## src/status_indicator_defs.svh

```systemverilog
/*
 * Constants of the status indicator block: register indices, reset values,
 * field positions, function codes and blink timing.
 * Assumes inclusion by bare name before any use.
 */
`ifndef STATUS_INDICATOR_DEFS_SVH
`define STATUS_INDICATOR_DEFS_SVH

`define CLK_MHZ 250
`define MS_CYCLES (`CLK_MHZ * 1000)

`define ADDR_LSB 2
`define IDX_MSB 9
`define IDX_FUNC 8'h10
`define IDX_POL 8'h11
`define IDX_TIMER 8'h12
`define IDX_STATUS 8'h13

`define FUNC_RST 16'h101e
`define POL_RST 16'h4400
`define TIMER_RST 16'h0105
`define TIMER_MASK 16'h070f

`define FN2_HI 11
`define FN2_LO 8
`define FN1_HI 7
`define FN1_LO 4
`define FN0_HI 3
`define FN0_LO 0
`define DUAL_HI 3
`define DUAL_LO 2
`define MIX1_HI 15
`define MIX1_LO 12
`define MIX0_HI 11
`define MIX0_LO 8
`define RATE_HI 10
`define RATE_LO 8
`define OFFP_HI 3
`define OFFP_LO 2
`define ONP_HI 1
`define ONP_LO 0

`define FC_LINK 4'h0
`define FC_LINK_ACT 4'h1
`define FC_MIXED2 4'h2
`define FC_ACT_ON 4'h3
`define FC_ACT_BLINK 4'h4
`define FC_TX 4'h5
`define FC_SPD_A 4'h6
`define FC_SPD_B 4'h7
`define FC_OFF 4'h8
`define FC_ON 4'h9
`define FC_HIZ 4'ha
`define FC_BLINK 4'hb
`define FC_DUAL1 4'hc
`define FC_DUAL2 4'he
`define FC_DUAL4 4'hf

`define SPD_10 2'h0
`define SPD_100 2'h1
`define SPD_1000 2'h2

`define ST_W 8
`define ST_LINK 0
`define ST_SPD_LO 1
`define ST_SPD_HI 2
`define ST_FDX 3
`define ST_TX 4
`define ST_RX 5
`define ST_COL 6
`define ST_FIB 7

`define BLINK_MS_0 42
`define BLINK_MS_1 84
`define BLINK_MS_2 170
`define BLINK_MS_3 340
`define BLINK_MS_4 670
`define PULSE_MS_0 84
`define PULSE_MS_1 170
`define PULSE_MS_2 340
`define PULSE_MS_3 670
`define GAP_MULT 3

`endif

```

## src/status_indicator_pkg.sv

```systemverilog
/*
 * Types shared by the status indicator modules.
 * Assumes nothing of its surroundings.
 */
package status_indicator_pkg;
	typedef enum logic [1:0] {DRV_OFF, DRV_ON, DRV_HIZ} drive_t;
	typedef enum logic [1:0] {SP_GAP, SP_ON, SP_OFF} speed_state_t;
endpackage : status_indicator_pkg

```

## src/timing_if.sv

```systemverilog
/*
 * Carrier between the indicator control logic and its blink timebase.
 * Assumes both ends run on the same clock.
 */
`timescale 1ns/1ps
interface timing_if;
	logic softReset;
	logic [2:0] blinkRate;
	logic [1:0] onSel;
	logic [1:0] offSel;
	logic [1:0] speedCount;
	logic blink;
	logic speedOn;
	modport ctrl (output softReset, output blinkRate, output onSel,
		output offSel, output speedCount, input blink, input speedOn);
	modport gen (input softReset, input blinkRate, input onSel,
		input offSel, input speedCount, output blink, output speedOn);
endinterface : timing_if

```

## src/status_indicator_control.sv

```systemverilog
/*
 * Status indicator control: AHB-Lite register slave, status input
 * synchronisers, function decode, colour mixing and pin drivers.
 * Assumes status inputs arrive asynchronously and softReset is synchronous.
 */
// Local design decision: the AHB-Lite slave port.
`timescale 1ns/1ps
`include "status_indicator_defs.svh"
// What this block does
// RULE1: indicator 2 code 0010: on full duplex, blink collision, off half duplex.
// RULE2: indicator 2 codes 0110 on 10/1000 link, 0111 on 10 link.
// RULE3: codes 1000 off, 1001 on, 1010 high-z, 1011 blink; 11xx reserved.
// RULE4: 0001 link with activity blink, 0011 on activity, 0100 blink activity.
// RULE5: indicators 2 and 0 code 0101 on while transmitting.
// RULE6: indicator 1 select in bits 7:4; code 0000 on while receiving.
// RULE7: indicator 1: 0010 link/receive blink, 0101/0110/0111 speed or fiber.
// RULE8: indicator 0 select bits 3:2 both set overrides indicator 1 select.
// RULE9: indicator 0 code 0010 blinks 3/2/1/0 times by speed.
// RULE10: indicator 0 code 0110 on copper link, 0111 on 1000 link.
// RULE11: indicator 0 codes 1100/1110/1111 are dual modes 1/2/4; 1101 undefined.
// RULE12: 4-bit mix fields at 15:12 and 11:8, 12.5% steps, 1000 full.
// RULE13: software keeps mix at or below 50% for two-terminal diodes.
// RULE14: polarity 00 on low off high; 01 on high off low.
// RULE15: polarity 10 on low off high-z; 11 on high off high-z.
// RULE16: blink period selectable 42 to 670 ms, codes 000 to 100.
// RULE17: speed pulse on and off periods selectable 84 to 670 ms.
// RULE18: function, polarity and mix fields keep values over software reset.
// RULE19: in dual modes the mix sets each output's active fraction.
module status_indicator_control #(
	parameter int TICK_CYCLES = `MS_CYCLES
) (
	input wire logic clk,
	input wire logic rst_b,
	input wire logic softReset,
	input wire logic linkUp,
	input wire logic [1:0] speed,
	input wire logic fullDuplex,
	input wire logic transmitting,
	input wire logic receiving,
	input wire logic collision,
	input wire logic fiberLink,
	input wire logic hsel,
	input wire logic [31:0] haddr,
	input wire logic [1:0] htrans,
	input wire logic hwrite,
	input wire logic [2:0] hsize,
	input wire logic [31:0] hwdata,
	input wire logic hready,
	output logic hreadyout,
	output logic hresp,
	output logic [31:0] hrdata,
	output logic [2:0] indicatorOut,
	output logic [2:0] indicatorOeB
);
	logic [1:0] rstSync_q;
	logic rstN;
	logic [`ST_W-1:0] stRaw;
	logic [`ST_W-1:0] st_q;
	logic [15:0] func_q;
	logic [15:0] pol_q;
	logic [15:0] timer_q;
	logic dValid_q;
	logic dWrite_q;
	logic [7:0] dIdx_q;
	logic accept;
	logic [7:0] aIdx;
	logic aHit;
	logic [15:0] rdVal;
	logic [2:0] mixPhase_q;
	logic mixOn0;
	logic mixOn1;
	logic link;
	logic dualSel;
	logic dualOn;
	logic [1:0] dualAct;
	status_indicator_pkg::drive_t drv [3];
	timing_if tif ();

	always_ff @(posedge clk or negedge rst_b) begin
		if (!rst_b) begin
			rstSync_q <= 2'h0;
		end else begin
			rstSync_q <= {rstSync_q[0], 1'b1};
		end
	end
	assign rstN = rstSync_q[1];

	assign stRaw = {fiberLink, collision, receiving, transmitting,
		fullDuplex, speed, linkUp};

	// three-stage synchronisers, update when stages two and three agree
	for (genvar b = 0; b < `ST_W; b++) begin : gSync
		logic [2:0] sh_q;
		always_ff @(posedge clk or negedge rstN) begin
			if (!rstN) begin
				sh_q <= 3'h0;
				st_q[b] <= 1'b0;
			end else begin
				sh_q <= {sh_q[1:0], stRaw[b]};
				if (sh_q[1] == sh_q[2]) begin
					st_q[b] <= sh_q[2];
				end
			end
		end
	end

	assign link = st_q[`ST_LINK];

	// AHB-Lite slave, zero wait states
	assign accept = hsel && hready && htrans[1];
	assign aIdx = haddr[`IDX_MSB:`ADDR_LSB];
	assign aHit = (haddr[31:`IDX_MSB+1] == 22'h000000);

	always_ff @(posedge clk or negedge rstN) begin
		if (!rstN) begin
			dValid_q <= 1'b0;
			dWrite_q <= 1'b0;
			dIdx_q <= 8'h00;
		end else begin
			dValid_q <= accept && aHit;
			dWrite_q <= hwrite;
			dIdx_q <= aIdx;
		end
	end

	// register fields only take defaults at hardware reset
	always_ff @(posedge clk or negedge rstN) begin
		if (!rstN) begin
			func_q <= `FUNC_RST; // RULE18
			pol_q <= `POL_RST; // RULE18
			timer_q <= `TIMER_RST;
		end else if (dValid_q && dWrite_q) begin
			case (dIdx_q)
				`IDX_FUNC: func_q <= hwdata[15:0];
				`IDX_POL: pol_q <= hwdata[15:0]; // RULE12
				`IDX_TIMER: timer_q <= hwdata[15:0] & `TIMER_MASK;
				default: ;
			endcase
		end
	end

	// read value, with forwarding of a write still in its data phase
	always_comb begin
		case (aIdx)
			`IDX_FUNC: rdVal = func_q;
			`IDX_POL: rdVal = pol_q;
			`IDX_TIMER: rdVal = timer_q;
			`IDX_STATUS: rdVal = {8'h00, st_q};
			default: rdVal = 16'h0000;
		endcase
		if (dValid_q && dWrite_q && dIdx_q == aIdx) begin
			case (aIdx)
				`IDX_FUNC: rdVal = hwdata[15:0];
				`IDX_POL: rdVal = hwdata[15:0];
				`IDX_TIMER: rdVal = hwdata[15:0] & `TIMER_MASK;
				default: ;
			endcase
		end
		if (!aHit) begin
			rdVal = 16'h0000;
		end
	end

	always_ff @(posedge clk or negedge rstN) begin
		if (!rstN) begin
			hrdata <= 32'h00000000;
			hreadyout <= 1'b0;
			hresp <= 1'b0;
		end else begin
			hreadyout <= 1'b1;
			hresp <= 1'b0;
			if (accept && !hwrite) begin
				hrdata <= {16'h0000, rdVal};
			end
		end
	end

	// timebase hookup
	assign tif.softReset = softReset;
	assign tif.blinkRate = timer_q[`RATE_HI:`RATE_LO]; // RULE16
	assign tif.onSel = timer_q[`ONP_HI:`ONP_LO]; // RULE17
	assign tif.offSel = timer_q[`OFFP_HI:`OFFP_LO]; // RULE17
	always_comb begin
		tif.speedCount = 2'h0;
		if (link) begin // RULE9
			case (st_q[`ST_SPD_HI:`ST_SPD_LO])
				`SPD_1000: tif.speedCount = 2'h3;
				`SPD_100: tif.speedCount = 2'h2;
				`SPD_10: tif.speedCount = 2'h1;
				default: tif.speedCount = 2'h0;
			endcase
		end
	end

	indicator_timebase #(.TICK_CYCLES(TICK_CYCLES)) uTimebase (
		.clk(clk),
		.rstN(rstN),
		.tb(tif.gen)
	);

	// colour mix: eight-phase duty cycle
	always_ff @(posedge clk or negedge rstN) begin
		if (!rstN) begin
			mixPhase_q <= 3'h0;
		end else begin
			mixPhase_q <= mixPhase_q + 3'h1;
		end
	end
	assign mixOn0 = ({1'b0, mixPhase_q} < pol_q[`MIX0_HI:`MIX0_LO]); // RULE12
	assign mixOn1 = ({1'b0, mixPhase_q} < pol_q[`MIX1_HI:`MIX1_LO]); // RULE12

	function automatic status_indicator_pkg::drive_t fnDrive(
		input logic [1:0] ch, input logic [3:0] fn, input logic [7:0] st,
		input logic blink, input logic spdOn);
		logic lk;
		logic act;
		logic [1:0] sp;
		logic on;
		logic hiz;
		lk = st[`ST_LINK];
		act = st[`ST_TX] || st[`ST_RX];
		sp = st[`ST_SPD_HI:`ST_SPD_LO];
		on = 1'b0;
		hiz = 1'b0;
		case (fn)
			`FC_LINK: on = (ch == 2'd1) ? st[`ST_RX] : lk; // RULE6
			`FC_LINK_ACT: on = lk && !(act && blink); // RULE4
			`FC_MIXED2: begin
				if (ch == 2'd2) begin
					on = st[`ST_FDX] || (st[`ST_COL] && blink); // RULE1
				end else if (ch == 2'd1) begin
					on = lk && !(st[`ST_RX] && blink); // RULE7
				end else begin
					on = spdOn; // RULE9
				end
			end
			`FC_ACT_ON: on = act; // RULE4
			`FC_ACT_BLINK: on = act && blink; // RULE4
			`FC_TX: begin
				if (ch == 2'd1) begin
					on = lk && (sp == `SPD_100 || st[`ST_FIB]); // RULE7
				end else begin
					on = st[`ST_TX]; // RULE5
				end
			end
			`FC_SPD_A: begin
				if (ch == 2'd2) begin
					on = lk && (sp == `SPD_10 || sp == `SPD_1000); // RULE2
				end else if (ch == 2'd1) begin
					on = lk && (sp == `SPD_100 || sp == `SPD_1000); // RULE7
				end else begin
					on = lk && !st[`ST_FIB]; // RULE10
				end
			end
			`FC_SPD_B: begin
				if (ch == 2'd2) begin
					on = lk && sp == `SPD_10; // RULE2
				end else if (ch == 2'd1) begin
					on = lk && sp == `SPD_100; // RULE7
				end else begin
					on = lk && sp == `SPD_1000; // RULE10
				end
			end
			`FC_OFF: on = 1'b0; // RULE3
			`FC_ON: on = 1'b1; // RULE3
			`FC_HIZ: hiz = 1'b1; // RULE3
			`FC_BLINK: on = blink; // RULE3
			default: on = 1'b0;
		endcase
		if (hiz) begin
			fnDrive = status_indicator_pkg::DRV_HIZ;
		end else if (on) begin
			fnDrive = status_indicator_pkg::DRV_ON;
		end else begin
			fnDrive = status_indicator_pkg::DRV_OFF;
		end
	endfunction : fnDrive

	// dual-indicator modes on outputs 0 and 1
	assign dualSel = (func_q[`DUAL_HI:`DUAL_LO] == 2'b11); // RULE8
	always_comb begin
		dualOn = 1'b0;
		dualAct = 2'b00;
		case (func_q[`FN0_HI:`FN0_LO]) // RULE11
			`FC_DUAL1: begin
				dualOn = link && !((st_q[`ST_TX] || st_q[`ST_RX]) && tif.blink);
				dualAct = {mixOn1, mixOn0}; // RULE19
			end
			`FC_DUAL2: begin
				dualOn = link;
				if (st_q[`ST_SPD_HI:`ST_SPD_LO] == `SPD_1000) begin
					dualAct = {1'b0, mixOn0}; // RULE19
				end else begin
					dualAct = {mixOn1, 1'b0}; // RULE19
				end
			end
			`FC_DUAL4: begin
				dualOn = link;
				dualAct = tif.blink ? {1'b0, mixOn0} : {mixOn1, 1'b0}; // RULE19
			end
			default: dualOn = 1'b0;
		endcase
	end

	always_comb begin
		drv[2] = fnDrive(2'd2, func_q[`FN2_HI:`FN2_LO], st_q, tif.blink,
			tif.speedOn);
		drv[1] = fnDrive(2'd1, func_q[`FN1_HI:`FN1_LO], st_q, tif.blink,
			tif.speedOn);
		drv[0] = fnDrive(2'd0, func_q[`FN0_HI:`FN0_LO], st_q, tif.blink,
			tif.speedOn);
		if (dualSel) begin // RULE8
			drv[1] = (dualOn && dualAct[1]) ? status_indicator_pkg::DRV_ON :
				status_indicator_pkg::DRV_OFF;
			drv[0] = (dualOn && dualAct[0]) ? status_indicator_pkg::DRV_ON :
				status_indicator_pkg::DRV_OFF;
		end
	end

	// pin drivers with per-output polarity
	for (genvar i = 0; i < 3; i++) begin : gPin
		logic [1:0] pol;
		assign pol = pol_q[2*i+1:2*i];
		always_ff @(posedge clk or negedge rstN) begin
			if (!rstN) begin
				indicatorOut[i] <= 1'b1;
				indicatorOeB[i] <= 1'b1;
			end else begin
				case (drv[i])
					status_indicator_pkg::DRV_HIZ: begin
						indicatorOut[i] <= 1'b0;
						indicatorOeB[i] <= 1'b1;
					end
					status_indicator_pkg::DRV_ON: begin
						indicatorOut[i] <= pol[0]; // RULE14
						indicatorOeB[i] <= 1'b0;
					end
					default: begin
						indicatorOut[i] <= ~pol[0]; // RULE14
						indicatorOeB[i] <= pol[1]; // RULE15
					end
				endcase
			end
		end
	end
endmodule : status_indicator_control

```

## src/indicator_timebase.sv

```systemverilog
/*
 * Blink and speed pulse timebase for the status indicators.
 * Assumes a synchronous active-low reset copy and a millisecond tick length.
 */
`timescale 1ns/1ps
`include "status_indicator_defs.svh"
module indicator_timebase #(
	parameter int TICK_CYCLES = `MS_CYCLES
) (
	input wire logic clk,
	input wire logic rstN,
	timing_if.gen tb
);
	logic [17:0] tickCnt_q;
	logic tick;
	logic [10:0] blinkCnt_q;
	logic [10:0] blinkHalf;
	logic blink_q;
	logic [10:0] msCnt_q;
	logic [1:0] pulses_q;
	logic [10:0] onMs;
	logic [10:0] offMs;
	status_indicator_pkg::speed_state_t spState_q;

	function automatic logic [10:0] pulseMs(input logic [1:0] sel);
		case (sel)
			2'h0: pulseMs = 11'(`PULSE_MS_0);
			2'h1: pulseMs = 11'(`PULSE_MS_1);
			2'h2: pulseMs = 11'(`PULSE_MS_2);
			default: pulseMs = 11'(`PULSE_MS_3);
		endcase
	endfunction : pulseMs

	assign tick = (tickCnt_q == 18'(TICK_CYCLES - 1));
	assign onMs = pulseMs(tb.onSel); // RULE17
	assign offMs = pulseMs(tb.offSel); // RULE17
	assign tb.blink = blink_q;
	assign tb.speedOn = (spState_q == status_indicator_pkg::SP_ON);

	always_comb begin
		case (tb.blinkRate) // RULE16
			3'h0: blinkHalf = 11'(`BLINK_MS_0 / 2);
			3'h1: blinkHalf = 11'(`BLINK_MS_1 / 2);
			3'h2: blinkHalf = 11'(`BLINK_MS_2 / 2);
			3'h3: blinkHalf = 11'(`BLINK_MS_3 / 2);
			3'h4: blinkHalf = 11'(`BLINK_MS_4 / 2);
			default: blinkHalf = 11'(`BLINK_MS_1 / 2);
		endcase
	end

	always_ff @(posedge clk or negedge rstN) begin
		if (!rstN) begin
			tickCnt_q <= 18'h00000;
		end else if (tick || tb.softReset) begin
			tickCnt_q <= 18'h00000;
		end else begin
			tickCnt_q <= tickCnt_q + 18'h00001;
		end
	end

	always_ff @(posedge clk or negedge rstN) begin
		if (!rstN) begin
			blinkCnt_q <= 11'h000;
			blink_q <= 1'b0;
		end else if (tb.softReset) begin
			blinkCnt_q <= 11'h000;
			blink_q <= 1'b0;
		end else if (tick) begin
			if (blinkCnt_q >= blinkHalf - 11'h001) begin // RULE16
				blinkCnt_q <= 11'h000;
				blink_q <= ~blink_q;
			end else begin
				blinkCnt_q <= blinkCnt_q + 11'h001;
			end
		end
	end

	// speed code: n pulses, then a long gap
	always_ff @(posedge clk or negedge rstN) begin
		if (!rstN) begin
			spState_q <= status_indicator_pkg::SP_GAP;
			msCnt_q <= 11'h000;
			pulses_q <= 2'h0;
		end else if (tb.softReset) begin
			spState_q <= status_indicator_pkg::SP_GAP;
			msCnt_q <= 11'h000;
			pulses_q <= 2'h0;
		end else if (tick) begin
			msCnt_q <= msCnt_q + 11'h001;
			case (spState_q)
				status_indicator_pkg::SP_GAP: begin
					if (msCnt_q >= 11'(offMs * `GAP_MULT) - 11'h001) begin
						msCnt_q <= 11'h000;
						pulses_q <= 2'h0;
						if (tb.speedCount != 2'h0) begin // RULE9
							spState_q <= status_indicator_pkg::SP_ON;
						end
					end
				end
				status_indicator_pkg::SP_ON: begin
					if (msCnt_q >= onMs - 11'h001) begin // RULE17
						msCnt_q <= 11'h000;
						pulses_q <= pulses_q + 2'h1;
						spState_q <= status_indicator_pkg::SP_OFF;
					end
				end
				status_indicator_pkg::SP_OFF: begin
					if (msCnt_q >= offMs - 11'h001) begin // RULE17
						msCnt_q <= 11'h000;
						if (pulses_q >= tb.speedCount) begin // RULE9
							spState_q <= status_indicator_pkg::SP_GAP;
						end else begin
							spState_q <= status_indicator_pkg::SP_ON;
						end
					end
				end
				default: begin
					spState_q <= status_indicator_pkg::SP_GAP;
				end
			endcase
		end
	end
endmodule : indicator_timebase

```

## config.mk

```make
export PLATFORM = sky130hd
export DESIGN_NAME = status_indicator_control
export DESIGN_NICKNAME = d
export VERILOG_FILES = /design/src/status_indicator_pkg.sv /design/src/timing_if.sv /design/src/status_indicator_control.sv /design/src/indicator_timebase.sv
export VERILOG_INCLUDE_DIRS = /design/src
export SDC_FILE = /design/constraint.sdc
export NUM_CORES = 1
export LEC_CHECK = 0
export BUFFER_PORTS_ARGS = -buffer_cell sky130_fd_sc_hd__buf_2
export CAP_MARGIN = 10
export CORE_MARGIN = 2
export CORE_UTILIZATION = 39
export DETAILED_ROUTE_END_ITERATION = 12
export SLEW_MARGIN = 20
export SYNTH_ARGS = -nofsm -noshare
export SYNTH_HDL_FRONTEND = slang
export SYNTH_HIERARCHICAL = 1
export SYNTH_SLANG_ARGS = --single-unit
```

## constraint.sdc

```tcl
create_clock -name clk -period 7.35 [get_ports clk]
set_clock_uncertainty 0.15 [all_clocks]
set_input_delay 1.1025 -clock clk [delete_from_list [all_inputs] [get_ports clk]]
set_output_delay 1.1025 -clock clk [all_outputs]
set_load 0.005 [all_outputs]
```

* After elaboration in Yosys (flattened, before gate mapping) *
Cells that the tools add are included.

word-level totals
  logic and storage cells = 242
  input bits = 83
  output and inout bits = 40
  bits in registers = 154

operators by class
  add/subtract/negate cells = 9
  eq/ne operators = 72
  $mul = 1
  bitwise operators = 4
  reduce and logical (&&, ||, !) cells = 51
  muxes and demuxes = 60
  $lt $le $gt $ge = 7

operators by type and width
  cell                                                                    number
  11-bit 2-to-1 mux                                                       8
  16-bit one-hot mux with 4 select lines                                  1
  10-bit one-hot mux with 3 select lines                                  2
  8-bit by 5-bit equality test with 1-bit output (second input constant)  7
  4-bit by 3-bit equality test with 1-bit output (second input constant)  12
  4-bit equality test (second input constant)                             12
  11-bit >= comparator                                                    4
  9-bit one-hot mux with 4 select lines                                   1
  11-bit one-hot mux with 3 select lines                                  1
  16-bit 2-to-1 mux                                                       2
  2-bit 2-to-1 mux                                                        16
  16-bit one-hot mux with 2 select lines                                  1
  1-bit one-hot mux with 10 select lines                                  3
  4-bit by 2-bit equality test with 1-bit output (second input constant)  6
  11-bit by 1-bit adder with 11-bit output (second input constant)        2
  22-bit logical NOT                                                      1
  11-bit by 1-bit subtractor with 11-bit output (second input constant)   2
  1-bit logical AND                                                       20
  18-bit by 1-bit adder with 18-bit output (second input constant)        1
  18-bit equality test (second input constant)                            1
  18-bit 2-to-1 mux                                                       1
  2-bit one-hot mux with 3 select lines                                   3
  2-bit equality test (second input constant)                             8
  2-bit by 1-bit equality test with 1-bit output (second input constant)  7
  other kinds (29)                                                        82

* Longest topological paths before layout *
Gate-level depths: netlist of the first run.

  depth in word-level cells = 10
  gate-level depth with buffers = 12
  mapped depth without buffers = 11

* Cells and area by module *
The synthesis of the first run kept the hierarchy.

by module, submodules not included
  module                    seq. area each (um2)  area an instance (um2)  cells an instance  times used
  status_indicator_control  2,747.6               5,232.5                 447                1
  indicator_timebase        1,126.1               3,339.5                 374                1

* Worst setup path after synthesis of the first run *
OpenSTA, ideal clock, no wires.

  path type = register -> register
  from = register timer_q[2]
  to = register uTimebase.msCnt_q[0]
  stages on the path, launching flop included = 11
  buffers on the path = 0
  required time = 7.075 ns
  library setup time = 0.125 ns
  arrival = 2.440 ns
  period minus slack after synthesis = 2.714 ns
  slack = 4.636 ns
  cells stage by stage = dfstp_2 > inv_1 > nor2_1 > inv_1 > ha_1 > nand4_1 > nor3_1 > nor3_1 > o311ai_0 > a211oi_2 > mux2_2

on the way
  word-level cells in the longest chain between the ends = 9
  elaborated cells between the ends (all ways) = 14
  those cells by class = add/sub (2); mul (1); order compare (2); eq/ne (2); mux (6); reduce/logical (1)

RTL lines
  element                                                         RTL line                         text
  from (decl)                                                     status_indicator_control.sv:61   logic [15:0] timer_q;
  from (signal assigned)                                          status_indicator_control.sv:131  timer_q <= `TIMER_RST;
  from (signal assigned)                                          status_indicator_control.sv:136  `IDX_TIMER: timer_q <= hwdata[15:0] & `TIMER_MASK;
  2-bit equality test (tied with other cells)                     indicator_timebase.sv:26         case (sel)
  10-bit one-hot mux with 3 select lines (*)                      indicator_timebase.sv:26
  10-bit by 2-bit multiplier with 11-bit output (no source line)  --
  11-bit by 1-bit subtractor with 11-bit output                   indicator_timebase.sv:92         if (msCnt_q >= 11'(offMs * `GAP_MULT) - 11'h001) begin
  11-bit >= comparator                                            indicator_timebase.sv:92
  11-bit 2-to-1 mux                                               indicator_timebase.sv:92
  11-bit one-hot mux with 3 select lines (*)                      indicator_timebase.sv:90         case (spState_q)
  11-bit 2-to-1 mux (*)                                           indicator_timebase.sv:88         end else if (tick) begin
  11-bit 2-to-1 mux (*)                                           indicator_timebase.sv:84         end else if (tb.softReset) begin
  to (signal assigned)                                            indicator_timebase.sv:89         msCnt_q <= msCnt_q + 11'h001;
  to (decl)                                                       indicator_timebase.sv:19         logic [10:0] msCnt_q;

Every way passes the cells marked *; elsewhere a longest branch is shown, timed or not. The select of a mux whose other input is x is not followed.
A chain may end at the register's enable or synchronous reset.

* Worst setup path in the final report of the first run *
Ends and elaborated chain as after synthesis.

==> results of run 1 <==
[metal layers]
metal | wire length, microns | share of wire [%] | GRT usage [%]
met3 | 702 | 3.6 | 3.47
met5 | 0 | 0 | 0
met4 | 167 | 0.86 | 5.03
met1 | 9250 | 48 | 23.5
met2 | 9240 | 48 | 27.6
[worst max-delay path, cell delays in order (launching register included)]
cell and delay, ps:
dfstp_2 610, inv_1 130, nor2_1 160, inv_1 80
ha_1 290, nand4_1 80, nor3_1 190, nor3_1 90
o311ai_0 800, a211oi_2 240, mux2_2 320
[power breakdown]
| group | internal (mW) | switching, mW |
|---|---|---|
| combinational | 0.0591 | 0.0834 |
| clock | 0.549 | 0.387 |
| sequential | 0.876 | 0.0281 |
[cell usage after synthesis (all sizes together) (4+ instances only)]
cell type,count,area (sq um)
dfrtp,138,3450
nor2,60,228
nand2,59,224
ha,56,701
mux2,43,484
nand3,35,175
inv,34,128
o21ai,34,170
a21oi,30,150
buf,29,205
xor2,25,219
mux2i,23,230
and3,17,106
clkbuf,17,63.8
nand4,17,113
dfstp,16,420
nor3,14,70.1
nor4,13,118
a211oi,11,87.6
a31oi,11,68.8
nor2b,11,68.8
maj3,8,80.1
nand2b,8,50.1
or3,8,55.1
xnor2,8,70.1
o211ai,7,57.6
or2,7,43.8
a21o,6,45.0
o41ai,5,43.8
a21boi,4,30.0
a31o,4,35.0
conb,4,15.0
mux4,4,90.1
nand4b,4,35.0
or3b,4,35.0
[kinds of logic (layout without fill, tap and decap cells)]
kind of cell    after synthesis  after routing  share of synthesized area (%)
compound gates              142            142                           10.9
xor+xnor                     33             33                           3.37
fa+ha+maj                    64             64                           9.11
buf+inv                      80            152                           4.63
flops                       154            154                           45.2
mux                          70             70                           9.39
other cells                   4             25                          0.175
simple gates                274            274                           17.2
[path summary, 6_finish.rpt]
| kind | from | end | slack (ps) | depth (start not counted) |
|---|---|---|---|---|
| worst min-delay path | rstSync_q[1] | gSync[5].sh_q[0] | 30 | 0 |
| min in group clk | rstSync_q[0] | rstSync_q[1] | 200 | 0 |
| max in group asynchronous | rstSync_q[1] | uTimebase/blinkCnt_q[6] | 5870 | 1 |
| worst min register to register | rstSync_q[1] | gSync[5].sh_q[0] | 30 | 0 |
| worst max register to register | timer_q[2] | uTimebase/msCnt_q[0] | 4090 | 10 |
| worst max-delay path | timer_q[2] | uTimebase/msCnt_q[0] | 4090 | 10 |
[metrics by stage]
| step | hold WS [ps] | std cells | setup slack (ps) | util (%) |
|---|---|---|---|---|
| 2_1_floorplan | 181 | 842 | 2620 | - |
| 3_3_place_gp | 37.0 | 1162 | 4020 | 42.3 |
| 3_5_place_dp | 39.8 | 1162 | 3980 | 42.3 |
| 4_1_cts | 46.8 | 1194 | 4050 | 45.2 |
| 5_1_grt | 61.5 | 1194 | 3690 | 45.2 |
| 6_report | 35.0 | 1194 | 4090 | 45.2 |
[flip-flops by register name, indices dropped and copies added, names as in the netlist]
| register | flops |
|---|---|
| dValid_q | 1 |
| uTimebase/tb.blink | 1 |
| uTimebase/tickCnt_q | 18 |
| uTimebase/msCnt_q | 11 |
| timer_q | 7 |
| func_q | 16 |
| uTimebase/blinkCnt_q | 11 |
| rstSync_q | 2 |
| hrdata | 16 |
| mixPhase_q | 3 |
| indicatorOeB | 3 |
| link | 1 |
| hreadyout | 1 |
| uTimebase/pulses_q | 2 |
| pol_q | 16 |
| gSync.sh_q | 24 |
| dIdx_q | 8 |
| indicatorOut | 3 |
| uTimebase/spState_q | 2 |
| st_q | 7 |
| dWrite_q | 1 |
[final cells by class]
cell class,instances,share of cell area (%)
inverter,34,1.30
timing repair buffer,86,4.46
multi-input combinational,608,44.7
sequential,154,39.5
clock inverter,15,2.08
clock buffer,17,4.34
tap,280,3.57
==> summary.md, run 1 <==
| Metric | Value |
|---|---|
| RePlAce Congestion | 0.809 |
| Status | finished, final reports clean |
| Setup TNS | 0 ps |
| Initial core utilization | roughly two fifths |
| Unrepaired setup endpoints after global routing | no |
| Crit-path max FO | 6 |
| Syn-to-layout area delta | 14.4% |
| Clock transition at the registers of the reported paths | 70 ps |
| Max-capacitance violation count | 0 |
| Die Area | 23200 sq um |
| Distinct cells, synth | 78 |
| Final Hold Viols | 0 |
| WL final | 19400 microns |
| Hold buffer count at CTS | 0 |
| I/O Pins | 123 |
| WP data required | 7510 ps |
| Total track usage | 17.2% |
| Final Cycle Share | 44.4% |
| Root Buffer Master | clkbuf_16 |
| Total clock sinks | 154 |
| Fin crit period | around 3300 ps |
| Die width | 152 microns |
| Commonest non-fill, non-tap cell in the layout | dfrtp_1 |
| Vias | approximately 6400 |
| Share of cells above drive strength 1 | 23.0% |
| H-tree levels | 4 |
| Vias in the first global route | 6328 |
| Worst vdd ir | between 0.1 and 0.15 mV |
| Critical Path End Type | register |
| Setup Crit Path Kind | reg2reg |
| Worst setup SP type | register |
| Max_slew headroom | 38.0% |
| Global-route wire length before repair | 32400 microns |
| Yosys warnings | 6 |
| Post-CTS setup buffer count | 0 |
| Reg area | 3880 sq um |
| Synth Register Bits | 154 |
| Initial DRC count | 300 |
| DRT antenna net count | 0 |
| Final setup violation count | 0 |
| Post-synthesis average cell area | 10.4 sq um |
| Hpwl dp | roughly 14000 microns |
| Max Slew Vio Count | 0 |
| Design Area, Final | approximately 9800 sq um |
| Routed len/inst | 16.2 microns |
| Primary FF master, synth | dfrtp_1 |
| Initial antenna violation count | 0 |
| Fmax | 306 MHz |
| Most frequent cells in the layout | dfrtp_1, buf_2, nor2_1, nand2_1, ha_1 |
| Vias per cell | between 5 and 6 |
| Resize count post-CTS | 0 |
| Total chip power | approximately 2 mW |
| First-pass DRT Iterations | 4 |
| Post-synth EDFFs | 0 |
| Bufs on Longest Clock Path | 2 |
| Pleak | 4.56 nW |
| Total core area | 21700 sq um |
| Antenna cell count | 0 |
| Asr flop ratio synth | 100% |
| Total congestion overflow | 0 |
| Site row count | 54 |
| Die height | between 150 and 200 microns |
| Sequential area share after synthesis | 45.2% |
| Fin nets | 1040 |
| Mapped cell area | 8570 sq um |
| CP arrival | 3420 ps |
| Fill count | 2024 |
| IO Port Bufs | 83 |
| Worst-margin pin slew | 919 ps |
| Area of placed instances | 9180 sq um |
| Worst Hold Class | reg2async |
| Drc violations | 0 |
| Syn Inst Count | between 800 and 900 |
| CTS Buf Count | 17 |
| Worst-Skew Late Latency | 430 ps |
| Multi-input logic area | 4390 sq um |
| CTS tree | yes |
| Largest net degree at the start of global routing | 70 |
| Power Dens Cells | 202 nW/um^2 |
Note: power is estimated with default switching activity, not from simulation.
==> inputs of run 2 (changes only) <==
==> constraint.sdc (replaced) <==
create_clock -name clk -period 3 [get_ports clk]
set_clock_uncertainty 0.15 [all_clocks]
set_input_delay 0.45 -clock clk [delete_from_list [all_inputs] [get_ports clk]]
set_output_delay 0.45 -clock clk [all_outputs]
set_load 0.005 [all_outputs]
==> summary.md, run 2 (same netlist as run 1, synthesis figures left out) <==
| Metric | Value |
|---|---|
| Post-CTS setup buffer count | 0 |
| Vias | 6489 |
| DRT antenna net count | 0 |
| Fin nets | 1073 |
| Vias per cell | ~5.3 |
| Final Cycle Share | 94.7% |
| Switching Share | 22.5% |
| Sequential Power Share | 45.3% |
| Unrepaired setup endpoints after global routing | no |
| Comb power frac | 8.1% |
| Worst-margin pin slew | roughly 840 ps |
| Clock share of power | 46.6% |
| Initial antenna violation count | 0 |
| Max-capacitance violation count | 0 |
| Syn-to-layout area delta | 18.0% |
| Max reg flops | 24 |
| Vias in the first global route | 6241 |
| Total track usage | ~17% |
| Multi-input logic area | 4390 sq um |
| CTS Buf Count | 17 |
| Power Dens Cells | 484 nW/um^2 |
| Clock transition at the registers of the reported paths | roughly 60 ps |
| Fmax | 352 MHz |
| Reg area | slightly below 4000 sq um |
| Worst vdd ir | between 0.3 and 0.4 mV |
| Post-place setup slack | roughly 190 ps |
| Biggest register | gSync.sh_q |
| H-tree levels | 4 |
| Final setup violation count | 0 |
| Worst path cell trace | inv_1 -> ha_1 -> or3b_2 -> a221oi_1 -> nor2_1 -> o31ai_1 -> buf_4 -> o31ai_1 -> ha_1 -> mux2_2 |
| Root Buffer Master | clkbuf_16 |
| Site row count | 54 |
| Total clock sinks | 154 |
| Total core area | 21700 sq um |
| Pleak | approximately 4.7 nW |
| IO Port Bufs | slightly above 80 |
| First-pass DRT Iterations | 6 |
| Die width | about 150 microns |
| I/O Pins | 123 |
| P_sw | 1.10 mW |
| Hpwl dp | 14100 microns |
| GRT Max-Usage Layer | met2 |
| RePlAce Congestion | 0.810 |
| CP arrival | 3040 ps |
| WP data required | 3200 ps |
| Max_slew headroom | 44.3% |
| Critical Path End Type | register |
| Max Slew Vio Count | 0 |
| Initial DRC count | 464 |
| Die height | 152 microns |
| Antenna cell count | 0 |
| Worst-Skew Late Latency | 420 ps |
| Setup Crit Path Kind | reg2reg |
| Bufs on Longest Clock Path | 2 |
| Initial core utilization | 39.5% |
| CTS tree | yes |
| Worst setup SP type | register |
| Final Hold Viols | 0 |
| CP max stage cell | or3b_2 |
| Total congestion overflow | 0 |
| Met2 Resource Use GR | 28.6% |
| Cell-internal power | 3.79 mW |
| Drc violations | 0 |
| Status | finished, final reports clean |
| Crit-path max FO | 2 |
| Largest net degree at the start of global routing | 56 |
| Most frequent cells in the layout | dfrtp_1, buf_2, nor2_1, nand2_1, ha_1 |
| Fin crit period | 2840 ps |
| Met1 usage | between 20 and 25% |
| CP max stage delay | 460 ps |
| Setup TNS | 0 ps |
| Routed len/inst | 15.9 microns |
| WL final | 19500 microns |
| Commonest non-fill, non-tap cell in the layout | dfrtp_1 |
| Share of cells above drive strength 1 | 24.0% |
| Design Area, Final | between 10000 and 15000 sq um |
| Area of placed instances | 9360 sq um |
| Die Area | 23200 sq um |
| Worst Hold Class | in2reg |
| Fill count | 2057 |
| Top Registers | gSync.sh_q (24), uTimebase/tickCnt_q (18) |
| Global-route wire length before repair | 32000 microns |
| Setup ws final | 158 ps |
| Routing usage on met3 | 3.87% |
## run 2: power groups by stage
stage	clock network [mW]	logic [mW]	registers, mW
6_report	2.28	0.398	2.21
5_1_grt	2.44	0.447	2.23
4_1_cts	2.34	0.402	2.22
3_5_place_dp	0	0.388	2.25
3_3_place_gp	0	0.384	2.25
2_1_floorplan	0	0.234	2.25
## run 2: metal layers
layer | wire, microns | up-vias
li1 | - | 3177
met1 | 9330 | 3185
met2 | 9410 | 118
met3 | 651 | 9
met4 | 99 | 0
met5 | 0 | -
## run 2: timing repair
item,in CTS,in global routing
hold buffers,11,1
endpoints found under the setup margin,0,7
endpoints found under the hold margin,12,1
gates resized for setup,0,1
## run 2: final timing paths
check                                 startpoint                to  slack, ps  depth (start not counted)
worst max-delay path                     st_q[1]   indicatorOeB[1]        160                         10
worst min-delay path                    haddr[9]         dIdx_q[7]         20                          1
worst max register to register           st_q[1]   indicatorOeB[1]        160                         10
worst min register to register  gSync[7].sh_q[0]  gSync[7].sh_q[1]        200                          0
max in group asynchronous           rstSync_q[1]   indicatorOeB[0]       1710                          1
min in group asynchronous                  rst_b      rstSync_q[1]        190                          2
## run 2: cell type report
type	instances	area share (%)
flip-flops and latches	154	38.3
repair buffers	119	7.32
inverters	34	1.26
well taps	280	3.46
clock buffers	25	4.80
clock inverters	7	1.39
multi-input cells	608	43.4
## run 2: through the flow
step | power, mW | cells | hold slack (ps) | utilization (%)
after floorplan | 2.48 | 842 | 4.41 | -
after global routing | 5.11 | 1227 | 1.41 | 46.6
final | 4.89 | 1227 | 23.5 | 46.6
after CTS | 4.96 | 1226 | 0.711 | 46.6
after global placement | 2.64 | 1183 | 85.8 | 43.2
after detailed placement | 2.64 | 1183 | 88.3 | 43.2
## run 2: critical path: cells and delay by family (launching register included)
kind | cells | cell delay, ps
compound gates | 3 | 620
fa+ha+maj | 2 | 560
buf+inv | 2 | 230
flops | 1 | 340
mux | 1 | 340
simple gates | 2 | 530
